$ cat config.mk
export PLATFORM = sky130hd
export DESIGN_NAME = comparator_input_select
export DESIGN_NICKNAME = d
export VERILOG_FILES = /design/src/hw/comparator_input_select_pkg.sv /design/src/hw/select_decoder.sv /design/src/hw/comparator_input_select.sv
export SDC_FILE = /design/constraint.sdc
export NUM_CORES = 1
export LEC_CHECK = 0
export ABC_AREA = 1
export BUFFER_PORTS_ARGS = -buffer_cell sky130_fd_sc_hd__buf_2
export CORE_ASPECT_RATIO = 0.7
export CORE_MARGIN = 5
export CORE_UTILIZATION = 54
export CTS_BUF_LIST = sky130_fd_sc_hd__clkbuf_8
export CTS_CLUSTER_DIAMETER = 200
export CTS_CLUSTER_SIZE = 40
export DETAILED_ROUTE_END_ITERATION = 10
export GPL_TIMING_DRIVEN = 0
export PLACE_DENSITY = 0.95
export REMOVE_ABC_BUFFERS = 1
export SYNTH_ARGS = -nofsm -noshare
export SYNTH_HDL_FRONTEND = slang
export SYNTH_SLANG_ARGS = --single-unit
$ cat constraint.sdc
create_clock -name ref_clk -period 3.4 [get_ports ref_clk]
set_clock_uncertainty 0.05 [all_clocks]
set_input_delay 0 -clock ref_clk [delete_from_list [all_inputs] [get_ports ref_clk]]
set_output_delay 0 -clock ref_clk [all_outputs]
set_load 0.01 [all_outputs]
$ cat src/hw/comparator_input_select_pkg.sv
// constants for the comparator input-select registers and switch decoding
package comparator_input_select_pkg;

   // ------------------------------------------------------------------
   // register map
   // ------------------------------------------------------------------
   localparam logic [7:0] SFR_PAGE_COMP          = 8'h00;
   localparam logic [7:0] ADDR_COMP1_INPUT_SEL   = 8'h9e;
   localparam logic [7:0] ADDR_COMP0_INPUT_SEL   = 8'h9f;
   localparam logic [7:0] INPUT_SELECT_RESET     = 8'hff;
   localparam logic [7:0] READ_DATA_RESET        = 8'h00;

   // ------------------------------------------------------------------
   // field layout
   // ------------------------------------------------------------------
   localparam int         NEG_FIELD_LSB          = 4;
   localparam int         POS_FIELD_LSB          = 0;
   localparam int         FIELD_WIDTH            = 4;
   localparam int         CODE_COUNT             = 16;

   // ------------------------------------------------------------------
   // select codes
   // ------------------------------------------------------------------
   localparam logic [3:0] CODE_TOUCH_REF         = 4'hc;
   localparam logic [3:0] CODE_HALF_SUPPLY       = 4'hd;
   localparam logic [3:0] CODE_NEG_DIGITAL_SUP   = 4'he;
   localparam logic [3:0] CODE_NEG_GROUND        = 4'hf;
   localparam logic [3:0] CODE_POS_BATTERY       = 4'he;
   localparam logic [3:0] CODE_POS_MAIN_SUPPLY   = 4'hf;

   // one bit per code that closes a switch; zero bits are reserved codes
   localparam logic [15:0] NEG_VALID_CODES       = 16'hf04f;
   localparam logic [15:0] POS_VALID_CODES       = 16'hf0cf;

   // switch vectors after reset: code 1111 on every side
   localparam logic [15:0] SWITCH_RESET          = 16'h8000;
   localparam logic        DIVIDER_RESET         = 1'b0;

endpackage

$ cat src/hw/select_decoder.sv
// one-hot switch decoder for one multiplexer side, reserved codes open
`timescale 1ns/1ns
module select_decoder #(
   parameter int          WIDTH       = 4,
   parameter logic [15:0] VALID_CODES = 16'hffff
) (
   input  wire logic [WIDTH-1:0]      code,
   output logic      [(1<<WIDTH)-1:0] switchOn,
   output logic                       halfSupply
);

   if (WIDTH != comparator_input_select_pkg::FIELD_WIDTH) begin : g_bad_width
      $error("select_decoder: WIDTH must equal the select field width");
   end

   always_comb begin
      switchOn       = '0;
      // reserved code leaves every switch open
      switchOn[code] = VALID_CODES[code];
      halfSupply     = (code == comparator_input_select_pkg::CODE_HALF_SUPPLY);
   end

endmodule // select_decoder

$ cat src/hw/comparator_input_select.sv
// input-select registers for both comparators and their switch drive
//
// Contract
// comparator0 select register, 8-bit RW, page 0x0 address 0x9F, resets all ones.
// comparator0 bits 7:4 pick negative pin P0.1/P0.3/P0.5/P0.7/P1.5; rest reserved.
// negative codes 1100..1111: touch reference, half supply, digital supply, ground.
// comparator0 bits 3:0 pick positive pin P0.0/P0.2/P0.4/P0.6/P1.4/P1.6.
// positive codes 1100..1111: touch reference, half supply, battery, main supply.
// comparator1 select register, 8-bit RW, page 0x0 address 0x9E, resets all ones.
// comparator1 bits 7:4 decode negative input exactly like comparator0.
// comparator1 bits 3:0 decode positive input exactly like comparator0.
// half-supply divider enabled only while some field holds the half-supply code.
// reserved code connects nothing but value is stored and read back.
`timescale 1ns/1ns
module comparator_input_select (
   input  wire logic        ref_clk,
   input  wire logic        reset_n,
   // special-function register port
   input  wire logic [7:0]  sfrPage,
   input  wire logic [7:0]  sfrAddr,
   input  wire logic        sfrWriteEn,
   input  wire logic        sfrReadEn,
   input  wire logic [7:0]  sfrWriteData,
   output logic      [7:0]  sfrReadData,
   output logic             sfrReadHit,
   // stored select fields
   output logic      [3:0]  comp0_negative_select,
   output logic      [3:0]  comp0_positive_select,
   output logic      [3:0]  comp1_negative_select,
   output logic      [3:0]  comp1_positive_select,
   // analog switch enables, one per code
   output logic      [15:0] comp0NegativeSwitch,
   output logic      [15:0] comp0PositiveSwitch,
   output logic      [15:0] comp1NegativeSwitch,
   output logic      [15:0] comp1PositiveSwitch,
   output logic             halfSupplyDividerEn
);

   localparam int FW = comparator_input_select_pkg::FIELD_WIDTH;
   localparam int NL = comparator_input_select_pkg::NEG_FIELD_LSB;
   localparam int PL = comparator_input_select_pkg::POS_FIELD_LSB;

   // ------------------------------------------------------------------
   // elaboration checks
   // ------------------------------------------------------------------
   // both fields must fit the 8-bit register without overlapping
   if (NL + FW > 8 || PL + FW > NL) begin : g_bad_layout
      $error("comparator_input_select: select fields do not fit the register");
   end
   // each decoder drives one switch per code
   if (comparator_input_select_pkg::CODE_COUNT != (1 << FW)) begin : g_bad_count
      $error("comparator_input_select: code count does not match field width");
   end
   // switch ports are fixed at sixteen lines per side
   if (comparator_input_select_pkg::CODE_COUNT != 16) begin : g_bad_switch
      $error("comparator_input_select: switch vectors need sixteen codes");
   end

   // ------------------------------------------------------------------
   // register decode
   // ------------------------------------------------------------------
   // only page 0x0 decodes; other pages fall through silently
   logic       pageHit;
   logic       hitComp0;
   logic       hitComp1;

   assign pageHit  = (sfrPage == comparator_input_select_pkg::SFR_PAGE_COMP);
   assign hitComp0 = pageHit && (sfrAddr == comparator_input_select_pkg::ADDR_COMP0_INPUT_SEL);
   assign hitComp1 = pageHit && (sfrAddr == comparator_input_select_pkg::ADDR_COMP1_INPUT_SEL);

   // ------------------------------------------------------------------
   // select registers
   // ------------------------------------------------------------------
   // reset leaves code 1111 on every side: ground and main supply
   logic [7:0] comp0Sel_q;
   logic [7:0] comp0Sel_d;
   logic [7:0] comp1Sel_q;
   logic [7:0] comp1Sel_d;
   logic [7:0] readData_q;
   logic [7:0] readData_d;
   logic       readHit_q;
   logic       readHit_d;

   always_comb begin
      comp0Sel_d = comp0Sel_q;
      comp1Sel_d = comp1Sel_q;
      // every code is stored, reserved or not
      if (sfrWriteEn && hitComp0) begin
         comp0Sel_d = sfrWriteData;
      end
      if (sfrWriteEn && hitComp1) begin
         comp1Sel_d = sfrWriteData;
      end
      // a read returns the value held before any write in the same cycle
      // hit flag lets software tell a stored zero from an unmapped read
      readHit_d  = sfrReadEn && (hitComp0 || hitComp1);
      readData_d = 8'h00;
      if (sfrReadEn && hitComp0) begin
         readData_d = comp0Sel_q;
      end else if (sfrReadEn && hitComp1) begin
         readData_d = comp1Sel_q;
      end
   end

   always_ff @(posedge ref_clk or negedge reset_n) begin
      if (!reset_n) begin
         comp0Sel_q <= comparator_input_select_pkg::INPUT_SELECT_RESET;
         comp1Sel_q <= comparator_input_select_pkg::INPUT_SELECT_RESET;
         readData_q <= comparator_input_select_pkg::READ_DATA_RESET;
         readHit_q  <= 1'b0;
      end else begin
         comp0Sel_q <= comp0Sel_d;
         comp1Sel_q <= comp1Sel_d;
         readData_q <= readData_d;
         readHit_q  <= readHit_d;
      end
   end

   // read data arrives one cycle after the strobe and stands for one cycle
   assign sfrReadData           = readData_q;
   assign sfrReadHit            = readHit_q;
   assign comp0_negative_select = comp0Sel_q[NL+FW-1:NL];
   assign comp0_positive_select = comp0Sel_q[PL+FW-1:PL];
   assign comp1_negative_select = comp1Sel_q[NL+FW-1:NL];
   assign comp1_positive_select = comp1Sel_q[PL+FW-1:PL];

   // ------------------------------------------------------------------
   // switch decoding
   // ------------------------------------------------------------------
   // decoders are pure logic; a reserved code yields an all-open vector
   logic [15:0] c0NegDec;
   logic [15:0] c0PosDec;
   logic [15:0] c1NegDec;
   logic [15:0] c1PosDec;
   logic [3:0]  halfHit;

   select_decoder #(
      .WIDTH       (FW),
      .VALID_CODES (comparator_input_select_pkg::NEG_VALID_CODES)
   ) u_comp0_neg (
      .code        (comp0Sel_q[NL+FW-1:NL]),
      .switchOn    (c0NegDec),
      .halfSupply  (halfHit[0])
   );

   select_decoder #(
      .WIDTH       (FW),
      .VALID_CODES (comparator_input_select_pkg::POS_VALID_CODES)
   ) u_comp0_pos (
      .code        (comp0Sel_q[PL+FW-1:PL]),
      .switchOn    (c0PosDec),
      .halfSupply  (halfHit[1])
   );

   // comparator1 shares the comparator0 code tables
   select_decoder #(
      .WIDTH       (FW),
      .VALID_CODES (comparator_input_select_pkg::NEG_VALID_CODES)
   ) u_comp1_neg (
      .code        (comp1Sel_q[NL+FW-1:NL]),
      .switchOn    (c1NegDec),
      .halfSupply  (halfHit[2])
   );

   select_decoder #(
      .WIDTH       (FW),
      .VALID_CODES (comparator_input_select_pkg::POS_VALID_CODES)
   ) u_comp1_pos (
      .code        (comp1Sel_q[PL+FW-1:PL]),
      .switchOn    (c1PosDec),
      .halfSupply  (halfHit[3])
   );

   // ------------------------------------------------------------------
   // registered switch drive
   // ------------------------------------------------------------------
   // registering adds one cycle of latency but keeps decode glitches
   // off the analog switch gates
   logic [15:0] c0NegSw_q;
   logic [15:0] c0NegSw_d;
   logic [15:0] c0PosSw_q;
   logic [15:0] c0PosSw_d;
   logic [15:0] c1NegSw_q;
   logic [15:0] c1NegSw_d;
   logic [15:0] c1PosSw_q;
   logic [15:0] c1PosSw_d;
   logic        divider_q;
   logic        divider_d;

   always_comb begin
      c0NegSw_d = c0NegDec;
      c0PosSw_d = c0PosDec;
      c1NegSw_d = c1NegDec;
      c1PosSw_d = c1PosDec;
      // divider burns current, so only on while someone selects it
      divider_d = |halfHit;
   end

   always_ff @(posedge ref_clk or negedge reset_n) begin
      if (!reset_n) begin
         c0NegSw_q <= comparator_input_select_pkg::SWITCH_RESET;
         c0PosSw_q <= comparator_input_select_pkg::SWITCH_RESET;
         c1NegSw_q <= comparator_input_select_pkg::SWITCH_RESET;
         c1PosSw_q <= comparator_input_select_pkg::SWITCH_RESET;
         divider_q <= comparator_input_select_pkg::DIVIDER_RESET;
      end else begin
         c0NegSw_q <= c0NegSw_d;
         c0PosSw_q <= c0PosSw_d;
         c1NegSw_q <= c1NegSw_d;
         c1PosSw_q <= c1PosSw_d;
         divider_q <= divider_d;
      end
   end

   // switches and divider follow a write two cycles after its strobe
   assign comp0NegativeSwitch = c0NegSw_q;
   assign comp0PositiveSwitch = c0PosSw_q;
   assign comp1NegativeSwitch = c1NegSw_q;
   assign comp1PositiveSwitch = c1PosSw_q;
   assign halfSupplyDividerEn = divider_q;

endmodule // comparator_input_select

== Word level (Yosys, flattened, before mapping) ==
Memory sizes are Yosys's and may differ from the RTL's.
Cells that the tools add are included.

* Flip-flop bits (word level): 90
* Bits in read-only memories: 64
* Input bits: 28
* Output and inout bits: 90
* Logic and storage cells: 59
* Memories: 4

{| class="wikitable"
|+ Memory list
! name !! depth !! width !! read ports !! clocked after memory_dff !! wr ports !! line !! text
|-
| (no name shown) || 16 || 1 || 1 || 0 || 0 || select_decoder.sv:19 || <nowiki>switchOn[code] = VALID_CODES[code];</nowiki>
|-
| (no name shown) || 16 || 1 || 1 || 0 || 0 || select_decoder.sv:19 ||
|-
| (no name shown) || 16 || 1 || 1 || 0 || 0 || select_decoder.sv:19 ||
|-
| (no name shown) || 16 || 1 || 1 || 0 || 0 || select_decoder.sv:19 ||
|}

* Order comparisons: 8
* Equal/unequal tests: 6
* Mux-type cells: 14
* Bitwise logic cells: 4
* Reduce and logical (&&, ||, !) cells: 14

{| class="wikitable"
|+ Operator list
! kind !! number
|-
| $and 16x16->16 || 4
|-
| $lt 4x5->1 const B || 4
|-
| $demux 1 s4 || 4
|-
| $eq 4x4->1 const B || 4
|-
| $eq 8x8->1 const B || 2
|-
| $ge 4x1->1 const B || 4
|-
| $mux 8 || 2
|-
| $logic_and 1x1->1 || 11
|-
| $logic_not 8->1 || 1
|-
| $mux 1 || 8
|-
| $reduce_or 4->1 || 1
|-
| $logic_or 1x1->1 || 1
|}

== Longest topological paths before layout ==
* Depth in word-level cells: 5
* Mapped depth: 7
* Gate-level depth less buffers: 7

== By module ==
Synthesis repeated with hierarchy kept, for this count alone.

* Cells, all modules: 311
* Area total of the unflattened synthesis: 3470.8 um2

{| class="wikitable"
|+ By module, submodules not included
! module !! instances !! cells each !! area each (um2) !! sequential area each (um2)
|-
| comparator_input_select || 1 || 195 || 2917.8 || 2277.2
|-
| select_decoder (u_comp0_neg ...) || 2 || 29 || 140.1 || 0.0
|-
| select_decoder (u_comp0_pos ...) || 2 || 29 || 136.4 || 0.0
|}

== Worst setup path before layout ==
No wires, ideal clock.

* Path kind: reg-to-reg
* From: register comp0Sel_q[3]
* To: register divider_q, in the netlist halfSupplyDividerEn
* Library setup time: 0.071 ns
* Data arrival time: 1.064 ns
* Data required time: 3.279 ns
* Setup slack: 2.215 ns
* Cell stages (with the launch flop): 4
* Path buffers: 0
* Period minus slack after synthesis: 1.185 ns
* Cells stage by stage: dfstp_2 > nand2_1 > or3_1 > nand4_1

* Word-level cells in the longest chain between the ends: 2

{| class="wikitable"
|+ RTL lines
! what !! line !! text
|-
| start: declaration || comparator_input_select.sv:75 || <nowiki>logic [7:0] comp0Sel_q;</nowiki>
|-
| start signal: assignment || comparator_input_select.sv:107 || <nowiki>comp0Sel_q <= comparator_input_select_pkg::INPUT_SELECT_RESET;</nowiki>
|-
| start signal: assignment || comparator_input_select.sv:112 || <nowiki>comp0Sel_q <= comp0Sel_d;</nowiki>
|-
| $eq 4x4->1 || select_decoder.sv:20 || <nowiki>halfSupply = (code == comparator_input_select_pkg::CODE_HALF_SUPPLY);</nowiki>
|-
| $reduce_or 4->1 || comparator_input_select.sv:196 || <nowiki>divider_d = |halfHit;</nowiki>
|-
| via divider_d || comparator_input_select.sv:188 || <nowiki>logic divider_d;</nowiki>
|-
| end signal: assignment || comparator_input_select.sv:205 || <nowiki>divider_q <= comparator_input_select_pkg::DIVIDER_RESET;</nowiki>
|-
| end signal: assignment || comparator_input_select.sv:211 || <nowiki>divider_q <= divider_d;</nowiki>
|-
| end: declaration || comparator_input_select.sv:187 || <nowiki>logic divider_q;</nowiki>
|}

The timed path passes the listed nets, and every way through them passes these cells.
A chain may end at the register's enable or synchronous reset.

== Worst setup path after layout ==
* From: input sfrWriteEn
* To: register comp1Sel_q[3]

* Word-level cells in the longest chain between the ends: 1

{| class="wikitable"
|+ RTL lines
! what !! line !! text
|-
| start: declaration || comparator_input_select.sv:21 || <nowiki>input wire logic sfrWriteEn,</nowiki>
|-
| $logic_and 1x1->1 || comparator_input_select.sv:91 || <nowiki>if (sfrWriteEn && hitComp1) begin</nowiki>
|-
| end signal: assignment || comparator_input_select.sv:108 || <nowiki>comp1Sel_q <= comparator_input_select_pkg::INPUT_SELECT_RESET;</nowiki>
|-
| end signal: assignment || comparator_input_select.sv:113 || <nowiki>comp1Sel_q <= comp1Sel_d;</nowiki>
|-
| end: declaration || comparator_input_select.sv:77 || <nowiki>logic [7:0] comp1Sel_q;</nowiki>
|}

No other way between the ends.

==> impl_metrics.yaml <==
run_status:
  run_status: "finished clean"
power:
  power.share.sequential_pct: 59.6
  netSwitchingPower_w: 0.0004367
  leak_pwr_nw: 2.342
  design_power_total_w: 0.001828
  power.density_cell_area_nw_per_um2: 430.6
  switching_share_pct: 23.89
  intPower_w: 0.001391
  share_comb_of_total_power_pct: 5.2
  max-vdd-ir-drop_mv: 0.2741
  clock_power_share_pct: 35.2
synth:
  synthAdderAreaFrac_pct: 0
  synth_compound_area_share_pct: 0
  synth.cell_area_um2: 3183
  largest_family_of_logic_cells_by_synthesized_area: "simple AND/OR/NAND/NOR gates"
  yosysWarnings: 0
  synth-simple-area-share_pct: 24.25
  yosysUniqueCellTypes: 25
  synth.area.mux_share_pct: 0
  share_of_the_yosys_chip_area_belonging_to_registers_pct: 71.54
  ys_ff_latch: 90
  synthCells: 261
  yosys.area_share.xor_xnor_pct: 0
  post_synth.cell_area_avg_um2: 12.20
detailed_routing:
  drt_first_iter_violations: 91
  wirelength_um: 7437
  drt.antenna.violating_nets: 0
  drc: 0
  routed_via_density: 4.938
  dr.pass1.iters: 4
  avgRoutedWirePerCell_um: 14.87
  detailed_route_via_count: 2469
timing:
  max_slew.worst_pin.slew_ns: 0.5159
  timing.slew.headroom_pct: 65.60
  drv_slew: 0
  timing.final.hold_violations: 0
  fmaxAchievable_ghz: 0.7111
  setup_tns_ns: 0
  timing.hold.ws_ns: 0.03500
  layout_worst_path_cycle_share_pct: 41.36
  unrepaired_setup_endpoints_after_global_routing: "false"
  final_period_minus_worst_setup_slack_ns: 1.406
  setup_viol: 0
floorplan:
  die-area_um2: 7555
  die_width_um: 101.8
  floorplan.core_area_um2: 5727
  initial_utilization_pct: 55.58
  number_of_top_level_pins: 118
  fp.dieH_um: 74.24
  placement_rows: 23
global_routing:
  antenna_found_initial: 0
  number_of_global_route_vias_before_repair: 2541
  grt_pass1_wl_um: 12120
  grt_overflow_total: 0
  largest_net_degree_at_the_start_of_global_routing: 52
  grtUsageTotal_pct: 21.30
critical_path:
  path_class: "input pin to register"
  critical-path-slowest-cell: "sky130_fd_sc_hd__dlygate4sd3_1"
  worst_setup_path_end_kind: "register"
  critPathTopFamily: "buffers and inverters"
  timing.critical_path.slowest_cell_delay_ns: 0.60
  worstPathMaxFanout: 18
  cp_cell_sequence: "dlygate4sd3_1 > buf_2 > nand4_1 > dlygate4sd3_1 > nand2_1"
  cp.buffers_inverters: 3
  r2r.worst_path.cells: 3
  critical-path-top-cell-by-count: "sky130_fd_sc_hd__dlygate4sd3_1"
  worst_ep_arrival_time_ns: 1.66
  setup.worst_path.start_class: "input pin"
  cp_num_cells: 5
  worst-endpoint-required_ns: 3.65
min_path:
  hp-class: "input pin to register"
  worst_hold_depth: 5
clock_network:
  worst_setup_hold_path_clk_slew_ns: 0.09
  number_of_sinks_handled_by_clock_tree_synthesis: 90
  ctsHtreeMaxLevel: 3
  tritoncts: "built"
  cts_buffers: 9
  insertion_delay_ns: 0.35
  ctsRootBufferMaster: "sky130_fd_sc_hd__clkbuf_8"
  number_of_buffers_on_the_longest_clock_path: 2
  cts.repair_timing.setup_buffer_count: 0
placed_design:
  placement.io_buffers: 117
  globalplace.congestion: 0.8123
  dp.cells: 468
  detailedPlacementHpwl_um: 5246
flow_run:
  drv.max_cap_violation_count: 0
finish:
  antenna-diode-count: 0
  post_route_cells_drive_above_1_share_pct: 39.53
  instances_no_fill: 500
  layout.nets: 448
  area.growth.synth_to_final_pct: 33.37
power by group through the flow:
stage / logic, W / clock network (W) / registers (W)
2_1_floorplan: 0.0000104 / 0 / 0.00112
3_3_place_gp: 0.0000785 / 0 / 0.00111
3_5_place_dp: 0.0000863 / 0 / 0.00111
4_1_cts: 0.0000961 / 0.000659 / 0.00109
5_1_grt: 0.000108 / 0.000711 / 0.00109
6_report: 0.0000952 / 0.000643 / 0.00109
what timing repair did:
item                                   4_1_cts  5_1_grt
hold buffers                                16        0
endpoints found under the hold margin       99        0
gates resized for setup                      0        0
path summary, 6_finish.rpt:
path / slack (ns) / startpoint / end
min reg2reg: 0.46 / comp0Sel_q[7] / comp0Sel_q[7]
min: 0.03 / sfrAddr[0] / comp0Sel_q[0]
max reg2reg: 2.07 / comp0Sel_q[3] / halfSupplyDividerEn
max in group asynchronous: 2.51 / reset_n / comp0Sel_q[4]
max: 1.99 / sfrWriteEn / comp1Sel_q[3]
min in group asynchronous: 0.11 / reset_n / comp1PositiveSwitch[2]
synth_stat cells:
master	number	area share, %
sky130_fd_sc_hd__nor2_2	1	0.20
sky130_fd_sc_hd__nor2_8	3	1.9
sky130_fd_sc_hd__nor2_1	17	2.0
sky130_fd_sc_hd__nand3_2	2	0.63
sky130_fd_sc_hd__nand2_4	1	0.35
sky130_fd_sc_hd__buf_2	1	0.16
sky130_fd_sc_hd__nand2_1	53	6.2
sky130_fd_sc_hd__buf_1	1	0.12
sky130_fd_sc_hd__nand2_2	1	0.20
sky130_fd_sc_hd__dfstp_2	20	17
sky130_fd_sc_hd__buf_4	1	0.24
sky130_fd_sc_hd__dfrtp_1	70	55
sky130_fd_sc_hd__clkbuf_1	3	0.35
sky130_fd_sc_hd__clkbuf_2	1	0.16
sky130_fd_sc_hd__conb_1	1	0.12
sky130_fd_sc_hd__nand4_2	2	0.79
sky130_fd_sc_hd__nand3_1	3	0.47
sky130_fd_sc_hd__inv_1	9	1.1
sky130_fd_sc_hd__nor3b_1	2	0.47
sky130_fd_sc_hd__or2_1	4	0.79
sky130_fd_sc_hd__nor3_1	20	3.1
sky130_fd_sc_hd__inv_2	5	0.59
sky130_fd_sc_hd__or3_1	1	0.20
sky130_fd_sc_hd__nand4_1	35	6.9
sky130_fd_sc_hd__buf_6	4	1.4
sequential cells by signal (all words and copies together), names as in the netlist:
name                 flops
comp0PositiveSwitch     16
comp0NegativeSwitch     16
sfrReadHit               1
comp1NegativeSwitch     16
comp1Sel_q               8
sfrReadData              8
halfSupplyDividerEn      1
comp0Sel_q               8
comp1PositiveSwitch     16
cell type report:
type	instances	area [um^2]
fillers	418	1481
well taps	75	93.84
repair buffers	134	775.7
multi-input cells	171	869.6
flip-flops and latches	90	2277
inverters	14	52.55
clock inverters	7	52.55
clock buffers	9	123.9
worst min-delay path, cell delays in order:
cell	delay, ns
sky130_fd_sc_hd__buf_2	0.11
sky130_fd_sc_hd__nand4_2	0.12
sky130_fd_sc_hd__nor2_8	0.08
sky130_fd_sc_hd__nand4_1	0.07
sky130_fd_sc_hd__nand2_1	0.05
placed cells by master, fill, tap and decap left out, types with 4 or more instances in the layout:
| master | synthesis | final |
|---|---|---|
| sky130_fd_sc_hd__buf_2 | 1 | 116 |
| sky130_fd_sc_hd__clkbuf_8 | 0 | 9 |
| sky130_fd_sc_hd__conb_1 | 1 | 26 |
| sky130_fd_sc_hd__dfrtp_1 | 70 | 70 |
| sky130_fd_sc_hd__dfstp_2 | 20 | 20 |
| sky130_fd_sc_hd__dlygate4sd3_1 | 0 | 16 |
| sky130_fd_sc_hd__inv_1 | 9 | 10 |
| sky130_fd_sc_hd__inv_2 | 5 | 5 |
| sky130_fd_sc_hd__nand2_1 | 53 | 53 |
| sky130_fd_sc_hd__nand4_1 | 35 | 35 |
| sky130_fd_sc_hd__nor2_1 | 17 | 17 |
| sky130_fd_sc_hd__nor3_1 | 20 | 20 |
| sky130_fd_sc_hd__or2_1 | 4 | 4 |
through the flow:
step / cell area (um^2) / util, % / setup WS, ns
floorplan: 3199 / - / 2.215
global placement: 3879 / 67.73 / 1.671
detailed placement: 3909 / 68.25 / 2.073
CTS: 4245 / 74.13 / 2.074
global route: 4245 / 74.13 / 1.968
finish: 4245 / 74.13 / 1.994
per-layer routing:
| layer | wire length, um | vias up | global-route usage (%) |
|---|---|---|---|
| met5 | 0 | - | 0 |
| met4 | 34 | 0 | 6.195 |
| met3 | 729 | 2 | 7.498 |
| li1 | - | 1167 | - |
| met2 | 3682 | 110 | 36.30 |
| met1 | 2990 | 1190 | 26.07 |
cell families (layout without fill, tap and decap cells):
kind of cell	count (synthesis)	after routing
buffers and inverters	25	164
DFF	90	90
and+or+nand+nor	145	145
other	1	26
Power figures use the tool's default switching activity.
